`src/design/deadman_pkg.sv`:
```
package deadman_pkg;

  // register offsets (byte addresses on the plain register port)
  localparam logic [7:0] ctrl_off        = 8'h5c;
  localparam logic [7:0] preclear_off    = 8'h60;
  localparam logic [7:0] clear_off       = 8'h64;
  localparam logic [7:0] status_off      = 8'h68;
  localparam logic [7:0] cnt_low_off     = 8'h6c;
  localparam logic [7:0] cnt_high_off    = 8'h6e;
  localparam logic [7:0] hold_off        = 8'h70;
  localparam logic [7:0] mirror_low_off  = 8'h74;
  localparam logic [7:0] mirror_high_off = 8'h76;
  localparam logic [7:0] irq_stat_off    = 8'h80;
  localparam logic [7:0] irq_en_off      = 8'h82;
  localparam logic [7:0] irq_clr_off     = 8'h84;

  // field positions
  localparam int ctrl_on_bit    = 15;
  localparam int bad_first_key_flag_bit       = 7;
  localparam int bad_second_key_flag_bit       = 6;
  localparam int event_bit      = 5;
  localparam int window_bit     = 0;
  localparam int preclear_lsb   = 8;

  // key values
  localparam logic [7:0] first_key_value  = 8'h40;
  localparam logic [7:0] second_key_value = 8'h08;

  // reset values
  localparam logic [15:0] zero16 = 16'h0000;
  localparam logic [31:0] zero32 = 32'h0000_0000;

  // interrupt sources: bad first key, bad second key, timeout
  localparam int irq_bad_first_key_flag  = 0;
  localparam int irq_bad_second_key_flag  = 1;
  localparam int irq_tmo   = 2;
  localparam int irq_width = 3;

  typedef struct packed {
    logic [7:0]  addr;
    logic [15:0] wdata;
    logic        wr;
    logic        rd;
  } reg_req_t;

  typedef struct packed {
    logic [15:0] low;
    logic [15:0] high;
    logic        disable_n;
  } cfg_t;

endpackage

```
`src/design/instruction_deadman_timer.sv`:
```
// Local design decision: the plain strobed port.
`timescale 1ns/1ns
module instruction_deadman_timer
(
  // clock, reset, enable
  input  wire logic        clk_i,
  input  wire logic        resetn_i,
  input  wire logic        ce_i,
  // register port
  input  wire logic [7:0]  addr_i,
  input  wire logic [15:0] wdata_i,
  input  wire logic        wr_i,
  input  wire logic        rd_i,
  output logic      [15:0] rdata_o,
  // configuration settings and core activity
  input  wire logic [15:0] max_count_setting_low_i,
  input  wire logic [15:0] max_count_setting_high_i,
  input  wire logic        timer_disable_setting_i,
  input  wire logic        instr_retired_i,
  input  wire logic        clear_window_open_i,
  // outputs
  output logic             timeout_event_o,
  output logic             irq_o
);

  // reset asserts at once but lifts on the clock, so no flop sees a ragged release
  logic [1:0] rst_sync;
  logic       rst_n;

  always_ff @(posedge clk_i or negedge resetn_i)
  begin
    if (!resetn_i)
      rst_sync <= 2'b00;
    else
      rst_sync <= {rst_sync[0], 1'b1};
  end
  assign rst_n = rst_sync[1];

  deadman_pkg::reg_req_t req;
  deadman_pkg::cfg_t     cfg;
  assign req = '{addr: addr_i, wdata: wdata_i, wr: wr_i, rd: rd_i};
  // timer disabled by setting: fuse-style level, steady while running
  assign cfg = '{low: max_count_setting_low_i, high: max_count_setting_high_i,
                 disable_n: !timer_disable_setting_i};

  // window input may come from another domain: three flops, agree on the last two
  logic [2:0] win_sync;
  logic       win;
  logic       next_win;

  always_comb
  begin
    next_win = win;
    if (win_sync[2] == win_sync[1])
      next_win = win_sync[2];
  end

  always_ff @(posedge clk_i or negedge rst_n)
  begin
    if (!rst_n)
    begin
      win_sync <= 3'b000;
      win      <= 1'b0;
    end
    else if (ce_i)
    begin
      win_sync <= {win_sync[1:0], clear_window_open_i};
      win      <= next_win;
    end
  end

  // strobe plus address match, shared by every write decode and the count-read hold load
  function automatic logic hit(input logic [7:0] a, input logic [7:0] off, input logic s);
    hit = s && (a == off);
  endfunction

  logic        on_bit;
  logic [7:0]  first_key;
  logic [7:0]  second_key;
  logic        bad_first_key_flag;
  logic        bad_second_key_flag;
  logic        tmo;
  logic [31:0] counter;
  logic [15:0] hold;
  logic [2:0]  irq_stat;
  logic [2:0]  irq_en;
  logic        next_on_bit;
  logic [7:0]  next_first_key;
  logic [7:0]  next_second_key;
  logic        next_bad_first_key_flag;
  logic        next_bad_second_key_flag;
  logic        next_tmo;
  logic [31:0] next_counter;
  logic [15:0] next_hold;
  logic [2:0]  next_irq_stat;
  logic [2:0]  next_irq_en;
  logic        running;
  logic        wr_first;
  logic        wr_second;
  logic        bad_first_w;
  logic        bad_second_w;
  logic        good_clear;
  logic        expire;
  logic        reset_event;
  logic [31:0] max_count;

  assign max_count    = {cfg.high, cfg.low};
  assign running      = on_bit && cfg.disable_n;
  assign wr_first     = hit(req.addr, deadman_pkg::preclear_off, req.wr);
  assign wr_second    = hit(req.addr, deadman_pkg::clear_off, req.wr);
  assign bad_first_w  = wr_first &&
                        req.wdata[15:8] != deadman_pkg::first_key_value;
  // the clear only counts behind an armed first key; a lone second key is bad
  assign good_clear   = wr_second && req.wdata[7:0] == deadman_pkg::second_key_value &&
                        first_key == deadman_pkg::first_key_value;
  assign bad_second_w = wr_second && !good_clear;
  // compared before the increment, so the count can never slip past the maximum
  assign expire       = running && counter == max_count;
  // a wrong key while running is treated as a timer event just like expiry
  assign reset_event  = expire || (running && (bad_first_w || bad_second_w));

  always_comb
  begin
    next_on_bit     = on_bit;
    next_first_key  = first_key;
    next_second_key = second_key;
    // bad key flags stay set until reset; no software clear exists
    next_bad_first_key_flag       = bad_first_key_flag || bad_first_w;
    next_bad_second_key_flag       = bad_second_key_flag || bad_second_w;
    next_tmo        = tmo || reset_event;
    next_counter    = counter;
    next_hold       = hold;
    next_irq_en     = irq_en;
    next_irq_stat   = irq_stat;
    if (hit(req.addr, deadman_pkg::ctrl_off, req.wr))
      next_on_bit = req.wdata[deadman_pkg::ctrl_on_bit];
    if (hit(req.addr, deadman_pkg::irq_en_off, req.wr))
      next_irq_en = req.wdata[2:0];
    if (wr_first)
      next_first_key = req.wdata[15:8];
    if (wr_second)
      next_second_key = req.wdata[7:0];
    // instructions retired while disabled or frozen are not counted
    if (running && instr_retired_i)
      next_counter = counter + 32'h0000_0001;
    if (good_clear)
    begin
      next_first_key  = 8'h00;
      next_second_key = 8'h00;
      next_counter    = deadman_pkg::zero32;
    end
    // a reset event outranks a good clear and any key load in the same cycle
    if (reset_event)
    begin
      next_first_key  = 8'h00;
      next_second_key = 8'h00;
      next_counter    = deadman_pkg::zero32;
    end
    // either count half read latches the upper half as it stood
    if (hit(req.addr, deadman_pkg::cnt_low_off, req.rd) ||
        hit(req.addr, deadman_pkg::cnt_high_off, req.rd))
      next_hold = counter[31:16];
    // clear first, then set, so a same-cycle event survives
    if (hit(req.addr, deadman_pkg::irq_clr_off, req.wr))
      next_irq_stat = irq_stat & ~req.wdata[2:0];
    if (bad_first_w)
      next_irq_stat[deadman_pkg::irq_bad_first_key_flag] = 1'b1;
    if (bad_second_w)
      next_irq_stat[deadman_pkg::irq_bad_second_key_flag] = 1'b1;
    if (reset_event)
      next_irq_stat[deadman_pkg::irq_tmo] = 1'b1;
  end

  always_ff @(posedge clk_i or negedge rst_n)
  begin
    if (!rst_n)
    begin
      on_bit     <= 1'b0;
      first_key  <= 8'h00;
      second_key <= 8'h00;
      bad_first_key_flag       <= 1'b0;
      bad_second_key_flag       <= 1'b0;
      tmo        <= 1'b0;
      counter    <= deadman_pkg::zero32;
      hold       <= deadman_pkg::zero16;
      irq_stat   <= 3'b000;
      irq_en     <= 3'b000;
    end
    else if (ce_i)
    begin
      on_bit     <= next_on_bit;
      first_key  <= next_first_key;
      second_key <= next_second_key;
      bad_first_key_flag       <= next_bad_first_key_flag;
      bad_second_key_flag       <= next_bad_second_key_flag;
      tmo        <= next_tmo;
      counter    <= next_counter;
      hold       <= next_hold;
      irq_stat   <= next_irq_stat;
      irq_en     <= next_irq_en;
    end
  end

  // read data, valid the cycle after the read strobe
  logic [15:0] status_word;
  logic [15:0] read_mux;
  logic [15:0] next_rdata;

  always_comb
  begin
    status_word = deadman_pkg::zero16;
    status_word[deadman_pkg::bad_first_key_flag_bit]   = bad_first_key_flag;
    status_word[deadman_pkg::bad_second_key_flag_bit]   = bad_second_key_flag;
    status_word[deadman_pkg::event_bit]  = tmo;
    status_word[deadman_pkg::window_bit] = win;
    // unmapped reads give zero so software can probe the map safely
    case (req.addr)
      deadman_pkg::ctrl_off:        read_mux = {on_bit, 15'h0000};
      deadman_pkg::preclear_off:    read_mux = {first_key, 8'h00};
      deadman_pkg::clear_off:       read_mux = {8'h00, second_key};
      deadman_pkg::status_off:      read_mux = status_word;
      deadman_pkg::cnt_low_off:     read_mux = counter[15:0];
      deadman_pkg::cnt_high_off:    read_mux = counter[31:16];
      deadman_pkg::hold_off:        read_mux = hold;
      deadman_pkg::mirror_low_off:  read_mux = cfg.low;
      deadman_pkg::mirror_high_off: read_mux = cfg.high;
      deadman_pkg::irq_stat_off:    read_mux = {13'h0000, irq_stat};
      deadman_pkg::irq_en_off:      read_mux = {13'h0000, irq_en};
      default:                      read_mux = deadman_pkg::zero16;
    endcase
    next_rdata = req.rd ? read_mux : deadman_pkg::zero16;
  end

  always_ff @(posedge clk_i or negedge rst_n)
  begin
    if (!rst_n)
      rdata_o <= deadman_pkg::zero16;
    else if (ce_i)
      rdata_o <= next_rdata;
  end

  logic next_event_o;
  assign next_event_o = reset_event;

  always_ff @(posedge clk_i or negedge rst_n)
  begin
    if (!rst_n)
      timeout_event_o <= 1'b0;
    else if (ce_i)
      timeout_event_o <= next_event_o;
  end

  // level output: high until software clears the status bit or its enable
  assign irq_o = |(irq_stat & irq_en);

  // key sequence
  good_clear_a: assert property (@(posedge clk_i) disable iff (!rst_n)
    ce_i && good_clear && !reset_event |=> counter == 32'h0000_0000 && first_key == 8'h00)
    else $error("good clear did not zero counter and key");

  clear_keys_a: assert property (@(posedge clk_i) disable iff (!rst_n)
    ce_i && good_clear |=> second_key == 8'h00)
    else $error("good clear did not zero second key");

  bad_second_a: assert property (@(posedge clk_i) disable iff (!rst_n)
    ce_i && bad_second_w |=> bad_second_key_flag && ($past(reset_event) || first_key == $past(first_key)))
    else $error("bad second key not flagged");

  second_store_a: assert property (@(posedge clk_i) disable iff (!rst_n)
    ce_i && bad_second_w && !reset_event |=> second_key == $past(wdata_i[7:0]))
    else $error("bad second key value not stored");

  second_reset_a: assert property (@(posedge clk_i) disable iff (!rst_n)
    ce_i && reset_event |=> second_key == 8'h00)
    else $error("second key not cleared on reset event");

  first_key_arm_a: assert property (@(posedge clk_i) disable iff (!rst_n)
    ce_i && wr_first && !bad_first_w && !reset_event |=> first_key == deadman_pkg::first_key_value)
    else $error("good first key not armed");

  first_reset_a: assert property (@(posedge clk_i) disable iff (!rst_n)
    ce_i && reset_event |=> first_key == 8'h00)
    else $error("first key not cleared on reset event");

  // status readback
  bad_first_key_flag_set_a: assert property (@(posedge clk_i) disable iff (!rst_n)
    ce_i && bad_first_w |=> bad_first_key_flag)
    else $error("bad first key not flagged");

  bad_first_key_flag_status_a: assert property (@(posedge clk_i) disable iff (!rst_n)
    ce_i && rd_i && addr_i == deadman_pkg::status_off |=> rdata_o[deadman_pkg::bad_first_key_flag_bit] == $past(bad_first_key_flag))
    else $error("bad first key not shown in status");

  bad_second_key_flag_status_a: assert property (@(posedge clk_i) disable iff (!rst_n)
    ce_i && rd_i && addr_i == deadman_pkg::status_off |=> rdata_o[deadman_pkg::bad_second_key_flag_bit] == $past(bad_second_key_flag))
    else $error("bad second key not shown in status");

  event_status_a: assert property (@(posedge clk_i) disable iff (!rst_n)
    ce_i && rd_i && addr_i == deadman_pkg::status_off |=> rdata_o[deadman_pkg::event_bit] == $past(tmo))
    else $error("event flag not shown in status");

  window_status_a: assert property (@(posedge clk_i) disable iff (!rst_n)
    ce_i && rd_i && addr_i == deadman_pkg::status_off |=> rdata_o[deadman_pkg::window_bit] == $past(win))
    else $error("window state not shown in status");

  // counter, hold and mirror
  event_flag_a: assert property (@(posedge clk_i) disable iff (!rst_n)
    ce_i && expire |=> tmo && counter == 32'h0000_0000 && timeout_event_o)
    else $error("expiry did not raise event");

  count_low_a: assert property (@(posedge clk_i) disable iff (!rst_n)
    rd_i && addr_i == deadman_pkg::cnt_low_off && ce_i |=> rdata_o == $past(counter[15:0]))
    else $error("low count read wrong");

  count_high_a: assert property (@(posedge clk_i) disable iff (!rst_n)
    rd_i && addr_i == deadman_pkg::cnt_high_off && ce_i |=> rdata_o == $past(counter[31:16]))
    else $error("high count read wrong");

  hold_stable_a: assert property (@(posedge clk_i) disable iff (!rst_n)
    !(rd_i && (addr_i == deadman_pkg::cnt_low_off || addr_i == deadman_pkg::cnt_high_off)) |=> $stable(hold))
    else $error("hold changed without count read");

  hold_load_a: assert property (@(posedge clk_i) disable iff (!rst_n)
    rd_i && addr_i == deadman_pkg::cnt_high_off && ce_i |=> hold == $past(counter[31:16]))
    else $error("hold not loaded on count read");

  hold_low_a: assert property (@(posedge clk_i) disable iff (!rst_n)
    rd_i && addr_i == deadman_pkg::cnt_low_off && ce_i |=> hold == $past(counter[31:16]))
    else $error("hold not loaded on low count read");

  mirror_low_a: assert property (@(posedge clk_i) disable iff (!rst_n)
    ce_i && rd_i && addr_i == deadman_pkg::mirror_low_off |=> rdata_o == $past(max_count_setting_low_i))
    else $error("low max count mirror wrong");

  max_count_a: assert property (@(posedge clk_i) disable iff (!rst_n)
    ce_i && running && counter == {max_count_setting_high_i, max_count_setting_low_i} |=> tmo && timeout_event_o)
    else $error("match with max count missed");

  stopped_a: assert property (@(posedge clk_i) disable iff (!rst_n)
    !running && !good_clear |=> $stable(counter))
    else $error("counter moved while not running");

  enable_gate_a: assert property (@(posedge clk_i) disable iff (!rst_n)
    ce_i && timer_disable_setting_i && instr_retired_i && !good_clear |=> $stable(counter))
    else $error("counter moved while disabled by setting");

  count_step_a: assert property (@(posedge clk_i) disable iff (!rst_n)
    ce_i && running && instr_retired_i && !reset_event && !good_clear |=> counter == $past(counter) + 32'h0000_0001)
    else $error("counter did not advance by one");

  event_pulse_a: assert property (@(posedge clk_i) disable iff (!rst_n)
    ce_i |=> timeout_event_o == $past(reset_event))
    else $error("event output not a pulse per event");

  freeze_a: assert property (@(posedge clk_i) disable iff (!rst_n)
    !ce_i |=> $stable(counter) && $stable(hold))
    else $error("state moved while clock enable low");

endmodule

```
`config.mk`:
```
export PLATFORM = sky130hd
export DESIGN_NAME = instruction_deadman_timer
export DESIGN_NICKNAME = d
export VERILOG_FILES = /design/src/design/deadman_pkg.sv /design/src/design/instruction_deadman_timer.sv
export SDC_FILE = /design/constraint.sdc
export NUM_CORES = 1
export LEC_CHECK = 0
export ABC_AREA = 1
export ABC_CLOCK_PERIOD_IN_PS = 6800
export BUFFER_PORTS_ARGS = -buffer_cell sky130_fd_sc_hd__buf_4
export CORE_UTILIZATION = 55
export CTS_CLUSTER_DIAMETER = 80
export DETAILED_ROUTE_END_ITERATION = 8
export GPL_TIMING_DRIVEN = 0
export PLACE_DENSITY = 0.86
export SETUP_SLACK_MARGIN = 0.02
export SLEW_MARGIN = 20
export SYNTH_ARGS = -nofsm -noshare
export SYNTH_HDL_FRONTEND = slang
export SYNTH_SLANG_ARGS = --single-unit
```
`constraint.sdc`:
```
create_clock -name clk_i -period 6.8 [get_ports clk_i]
set_input_delay 0.68 -clock clk_i [delete_from_list [all_inputs] [get_ports clk_i]]
set_output_delay 0.68 -clock clk_i [all_outputs]
set_load 0.1 [all_outputs]
```
==> results of run 1 <==
==> layer usage <==
layer / vias to the layer above / share of wire [%] / GRT usage [%]
li1: 3357 / - / -
met5: - / 0 / 0
met2: 413 / 43 / 57.1
met4: 0 / 4.4 / 19.1
met3: 55 / 12 / 8.51
met1: 3243 / 41 / 53.9
==> per-stage QoR <==
step	worst slack (ns)	utilization [%]	hold slack, ns	area, sq um	cells
floorplan	3.90	-	0.331	6480	986
global placement	2.76	63.3	0.339	7260	1209
detailed placement	4.08	63.5	0.343	7280	1210
CTS	4.45	66.1	0.0880	7570	1226
global route	4.21	66.1	0.0884	7570	1226
finish	4.38	66.1	0.0903	7570	1226
==> flip-flops by register name, indices dropped and copies added (netlist names) <==
register / count
bad_first_key_flag: 1
bad_second_key_flag: 1
counter: 32
first_key: 8
hold: 16
irq_en: 3
irq_stat: 3
on_bit: 1
rdata_o: 16
rst_sync: 2
second_key: 8
timeout_event_o: 1
tmo: 1
win: 1
win_sync: 3
==> cell families after synthesis <==
group,after synthesis
buf+inv,132
fa+ha+maj,1
flops,97
compound gates,78
xor+xnor,24
mux,1
other cells,1
simple gates,652
==> cells in the mapped netlist, types with 6 or more instances <==
cell type  instances  area, sq um
a21oi_1           14         70.1
buf_2              6         30.0
buf_4              7         52.6
clkbuf_1          17         63.8
dfrtp_1           97         2430
inv_1             92          345
nand2_1          373         1400
nand3_1          104          521
nand4_1           38          238
nor2_1            98          368
nor3_1            18         90.1
o21ai_0           39          195
o22ai_1           11         68.8
xnor2_1           23          201
==> worst paths after layout <==
| path | cells after the start | end |
|---|---|---|
| min in group clk_i | 0 | rst_sync[1] |
| max reg2reg | 13 | second_key[4] |
| max | 12 | counter[20] |
| max in group asynchronous | 1 | counter[30] |
| min reg2reg | 0 | rst_sync[1] |
| min | 1 | rst_sync[1] |
==> critical path, delay by kind of cell <==
kind                   cells  cell delay [ns]
AND/OR/NAND/NOR            9             1.41
buffers and inverters      3             0.57
==> layout make-up <==
cell class,count,area (sq um)
clock inverters,2,38.8
well taps,143,179
multi-input cells,757,3500
clock buffers,14,254
plain buffers,35,189
fillers,1071,3890
inverters,97,364
repair buffers,81,621
flip-flops and latches,97,2430
==> power breakdown <==
part           total, mW  internal (mW)  switching, mW
Sequential         0.626          0.594         0.0320
Clock              0.529          0.297          0.232
Combinational      0.173         0.0690          0.104
Total               1.33          0.961          0.368
==> metrics, run 1 <==
area delta synth->final=16.9%; Max clock buf depth=2; post-synthesis simple-gate area fraction=a little over two fifths; Rows=39; XOR/XNOR Fraction of Synth Area=about 3.2%; mux share of post-synthesis cell area=0.154%; DR iter-0 viols=just over 900; Setup TNS=0 ns; outcome=finished, final reports clean; Clock Skews=between 0.009 and 0.01 ns; WP data required=7.05 ns; All-Layer GR Usage=38.8%; adder-cell share of the synthesized area=less than 1%; complex-gate fraction of the synthesized area=under 10%; Worst Hold Class=primary input to async pin; reg2reg setup slack=roughly 4.4 ns; Tmin final=roughly 2.4 ns; DIE AREA=approximately 12000 sq um; routability cong.=roughly 1.1; routed vias/inst=5.77; sequential element share of the synthesized area=a little under two fifths; Floorplan Core Area=between 10000 and 15000 sq um; DRC violations left=0; Die Span Y=between 100 and 150 um; fmax=around 0.41 GHz; layout cells sized above 1=about an eighth; max_cap viols=0; max_slew headroom=48.8%; WP data arrival=approximately 2.7 ns; Async S/R FF share, synth=100%; clk_lat worst skew=between 0.3 and 0.4 ns; Final #Nets=about 1100; hold_buf cts=0; power per cell area=about 180 nW/um^2; Post-CTS Setup Bufs=0; crit-path max FO=10; vias=between 7000 and 8000; CTS tree=yes; CP startpoint=addr_i[7]; Clock H-tree levels=3; FF-to-FF Start=counter[0]; Cell variety after synth=45; crit path launch type=primary input; post-cts resize count=0; commonest non-fill, non-tap cell in the layout=nand2_1; Pre-Repair DR Iteration Count=5; ys flop type=dfrtp_1; Critical Setup Path Class=primary input to register; Setup-failing EPs final=0; Die Wd=about 110 um; Syn Nets=1051; Antenna diodes=0; total chip power=about 1.3 mW; unrepaired setup endpoints after global routing=no; mapped cell area=about 6500 sq um; Post-Syn Instances=approximately 990; Top Ports=82; Avg WL per Cell=between 15 and 20 um; main combinational cell family by area after synthesis=simple AND/OR/NAND/NOR gates; initial antenna violation count=0; largest net degree at the start of global routing=55; first-pass GRT wire length=between 30 and 40 mm; Period Utilization, post-route=between 30 and 40%; leakage=approximately 3.8 nW; Starting Density=a little under three fifths; total CTS buffers=9; post-detailed-routing wire length=approximately 23 mm; yosys warns=0; Peak VDD IR=~180 uV; Yosys reg bits=between 90 and 100; Antenna Nets Post-Route=0; Crit-path slowest cell=clkbuf_1; gr ovfl total=0; DP HPWL=between 15 and 20 mm; Post-synth EDFFs=0; crit path capture type=register; PortBufs=80; most frequent cells in the layout=nand2_1 (373), nand3_1 (104), nor2_1 (98); crit path cell chain=buf_4, inv_1, nand2_2, nor3_4, nand2_1, nor2_2, nand3_2, clkbuf_1, nand3_1, nor2_1, nand3_1, nand2_1; endpoints failing hold=0; Clock transition at path regs=around 0.070 ns; clock root buffer=clkbuf_16; CP peak stage delay=between 0.3 and 0.4 ns; Mean Syn Cell Area=between 6 and 7 sq um; Slew Limit Fails=0; worst-margin pin slew=0.768 ns; clock sink count=97; vias in the first global route=approximately 6600
No activity file was read; power rests on OpenSTA's default activity.
==> run 2: changes to the inputs <==
Settings changed: ABC_CLOCK_PERIOD_IN_PS 6800 to 2100, CORE_UTILIZATION 55 to 53, PLACE_DENSITY 0.86 to 0.87.
Clock period 6.8 ns to 2.1 ns, I/O delays scaled along.
==> run 2 against run 1 <==
The flow now finishes with violations (design-rule violations, negative setup slack). Worst setup slack worse by 4.4 ns. Highest routed layer unchanged. Sequential power grew to 3.2 times the previous value. Count of clock-buffer cells in the layout is 4 lower. Largest power group unchanged. Hold slack worse by 0.031 ns.
==> metrics, run 2 (same netlist as run 1, synthesis figures left out) <==
fmax=0.470 GHz; Net Sw Frac=28.0% (+0.30 points); DIE AREA=12700 sq um (+3.7%); hold path endpoint=win_sync[0]; clock sink count=97 (unchanged); largest net degree at the start of global routing=35 (-36%); worst hold stages=3; DRC violations left=1 (+1); PnR worst setup slack=-0.0261 ns (-4.40 ns); FF-to-FF Start=counter[22]; FF+latch area=2440 sq um (+0.36%); max_slew headroom=52.1% (+3.3 points); post-detailed-routing wire length=23.7 mm (+4.6%); reg2reg setup slack=-0.03 ns (-4.40 ns); routability cong.=1.08 (+2.8%); Floorplan Core Area=12000 sq um (+4.3%); area delta synth->final=23.7%; initial antenna violation count=0 (unchanged); DP HPWL=18.0 mm (+1.7%); Avg WL per Cell=19.1 um (+3.3%); WP data required=2.35 ns (-4.70 ns); Net Switching=1.22 mW (+230%); Rows=40 (+2.6%); Setup TNS=-0.282 ns (-0.282 ns); Pre-Repair DR Iteration Count=7 (+2); Clock H-tree levels=3 (unchanged); Die Span Y=113 um (+1.8%); first-pass GRT wire length=35.9 mm (-0.42%); Die Wd=113 um (+1.8%); leakage=3.96 nW (+3.9%); Antenna Nets Post-Route=0 (unchanged); commonest non-fill, non-tap cell in the layout=nand2_1; R2R depth=12 (-1); Peak VDD IR=482 uV (+170%); multi-input logic area=3730 sq um (+6.8%); routed vias/inst=5.83 (+1.2%); WP data arrival=2.38 ns (-0.29 ns); DR iter-0 viols=901 (-0.66%); Top Ports=82 (unchanged); Clk pwr share=39.3% (-0.5 points); Hold Startpoint=clear_window_open_i; Top reg by flops=counter; Final #Nets=1154 (+0.96%); crit-path max FO=8 (-2); Worst Hold Slack=0.0594 ns (-0.0309 ns); Antenna diodes=0 (unchanged); worst-margin pin slew=0.718 ns (-0.0495 ns); max_cap viols=0 (unchanged); max reg flops=32 (unchanged); vias=7238 (+2.4%); crit path capture type=register; combinational share of power=14.2% (+1.2 points); failing checks=design-rule violations, negative setup slack; clk_lat worst skew=0.37 ns (about the same); endpoints failing hold=0 (unchanged); total CTS buffers=9 (unchanged); Critical Setup Path Class=register to register; power per cell area=544 nW/um^2 (+210%); PortBufs=80 (unchanged); fin util=67.0% (+0.95 points); Filler cells=1061 (-0.93%); Setup-failing EPs final=19 (+19); Max clock buf depth=2 (unchanged); CTS tree=yes; Tmin final=approximately 2.1 ns; Starting Density=54.2% (-2.3 points); vias in the first global route=6600 (+0.53%); outcome=finished, violations left; unrepaired setup endpoints after global routing=yes; Clock Skews=0.0168 ns (+0.00721 ns); layout cells sized above 1=18.6% (+6.3 points); Clock transition at path regs=0.07 ns (about the same); Period Utilization, post-route=101%; total chip power=4.36 mW (+230%); placed cells=1215 (+0.41%); post-route insts no fill=1241 (+1.2%); clock root buffer=clkbuf_16; Slew Limit Fails=0 (unchanged); crit path launch type=register; R2R Path End=counter[29]; sequential share of power=46.5% (-0.7 points); Pint=3.14 mW (+230%); All-Layer GR Usage=37.5% (-1.2 points); biggest regs=counter: 32 flops, hold: 16 flops, rdata_o: 16 flops; gr ovfl total=0 (unchanged); most frequent cells in the layout=nand2_1 (354), nand3_1 (103), buf_4 (92); Worst Hold Class=primary input to register
[run 2: cell count changes in the layout (fill, tap and decap cells not counted), moves of 5 or more]
cell	previous run	this run
buf_4	87	92
clkbuf_1	21	16
dfrtp_1	96	89
dfrtp_2	0	7
inv_1	92	85
inv_2	3	10
nand2_1	373	354
nand2_2	3	21
nor2_1	98	91
nor2_4	1	8
nor3_1	18	8
nor3_2	1	9
[run 2: worst max-delay path, cell delays in order, from the launching register on]
cell	delay (ns)
dfrtp_1	0.39
buf_6	0.14
xnor2_4	0.16
nand2_1	0.08
nor2_2	0.14
nand2_2	0.08
nor2_4	0.19
nand3_4	0.15
nand4_4	0.19
nand2_8	0.13
clkbuf_16	0.24
nand2_2	0.05
nand2_1	0.05
[run 2: metrics by stage]
stage	cell area [sq um]	setup WS [ns]
after global placement	7260	-0.164
after global routing	8020	-0.0772
after floorplan	6480	0.412
final	8020	-0.0261
after detailed placement	7310	-0.168
after CTS	7660	0.0239
[run 2: worst max-delay path by stage]
stage,start,end,cells past startpoint
2_1_floorplan,counter[1],counter[30],13
3_3_place_gp,counter[22],counter[22],12
3_5_place_dp,counter[31],counter[22],13
4_1_cts,counter[0],counter[22],13
5_1_grt,counter[22],counter[17],12
6_report,counter[22],counter[29],12
[run 2: metal layers]
layer	wire [um]	GRT usage [%]	vias up
met1	9630	50.8	3320
met2	10400	56.3	447
met4	1110	18.5	0
met5	0	0	-
met3	2580	9.02	87
li1	-	-	3384
[run 2: what timing repair did]
| action | 4_1_cts | 5_1_grt |
|---|---|---|
| gates resized for setup | 11 | 69 |
| pin swaps | 0 | 10 |
| cloned | 0 | 3 |
| endpoints found under the setup margin | 48 | 48 |
| setup buffers | 0 | 7 |
| hold endpoints to repair | 2 | 0 |
| hold buffers | 1 | 0 |
[run 2: power groups by stage]
stage	combinational [mW]	sequential, mW	clock, mW
finish	0.618	2.03	1.71
global route	0.670	2.04	1.80
CTS	0.562	2.02	1.72
detailed placement	0.549	2.05	0
global placement	0.508	2.07	0
floorplan	0.305	2.03	0
[run 2: final cells by class]
class,count,area share (%)
multi-input combinational,757,46.6
tap,147,2.29
clock inverter,6,0.812
timing repair buffer,93,9.71
clock buffer,10,2.98
buffer,34,2.62
sequential,97,30.4
inverter,97,4.54
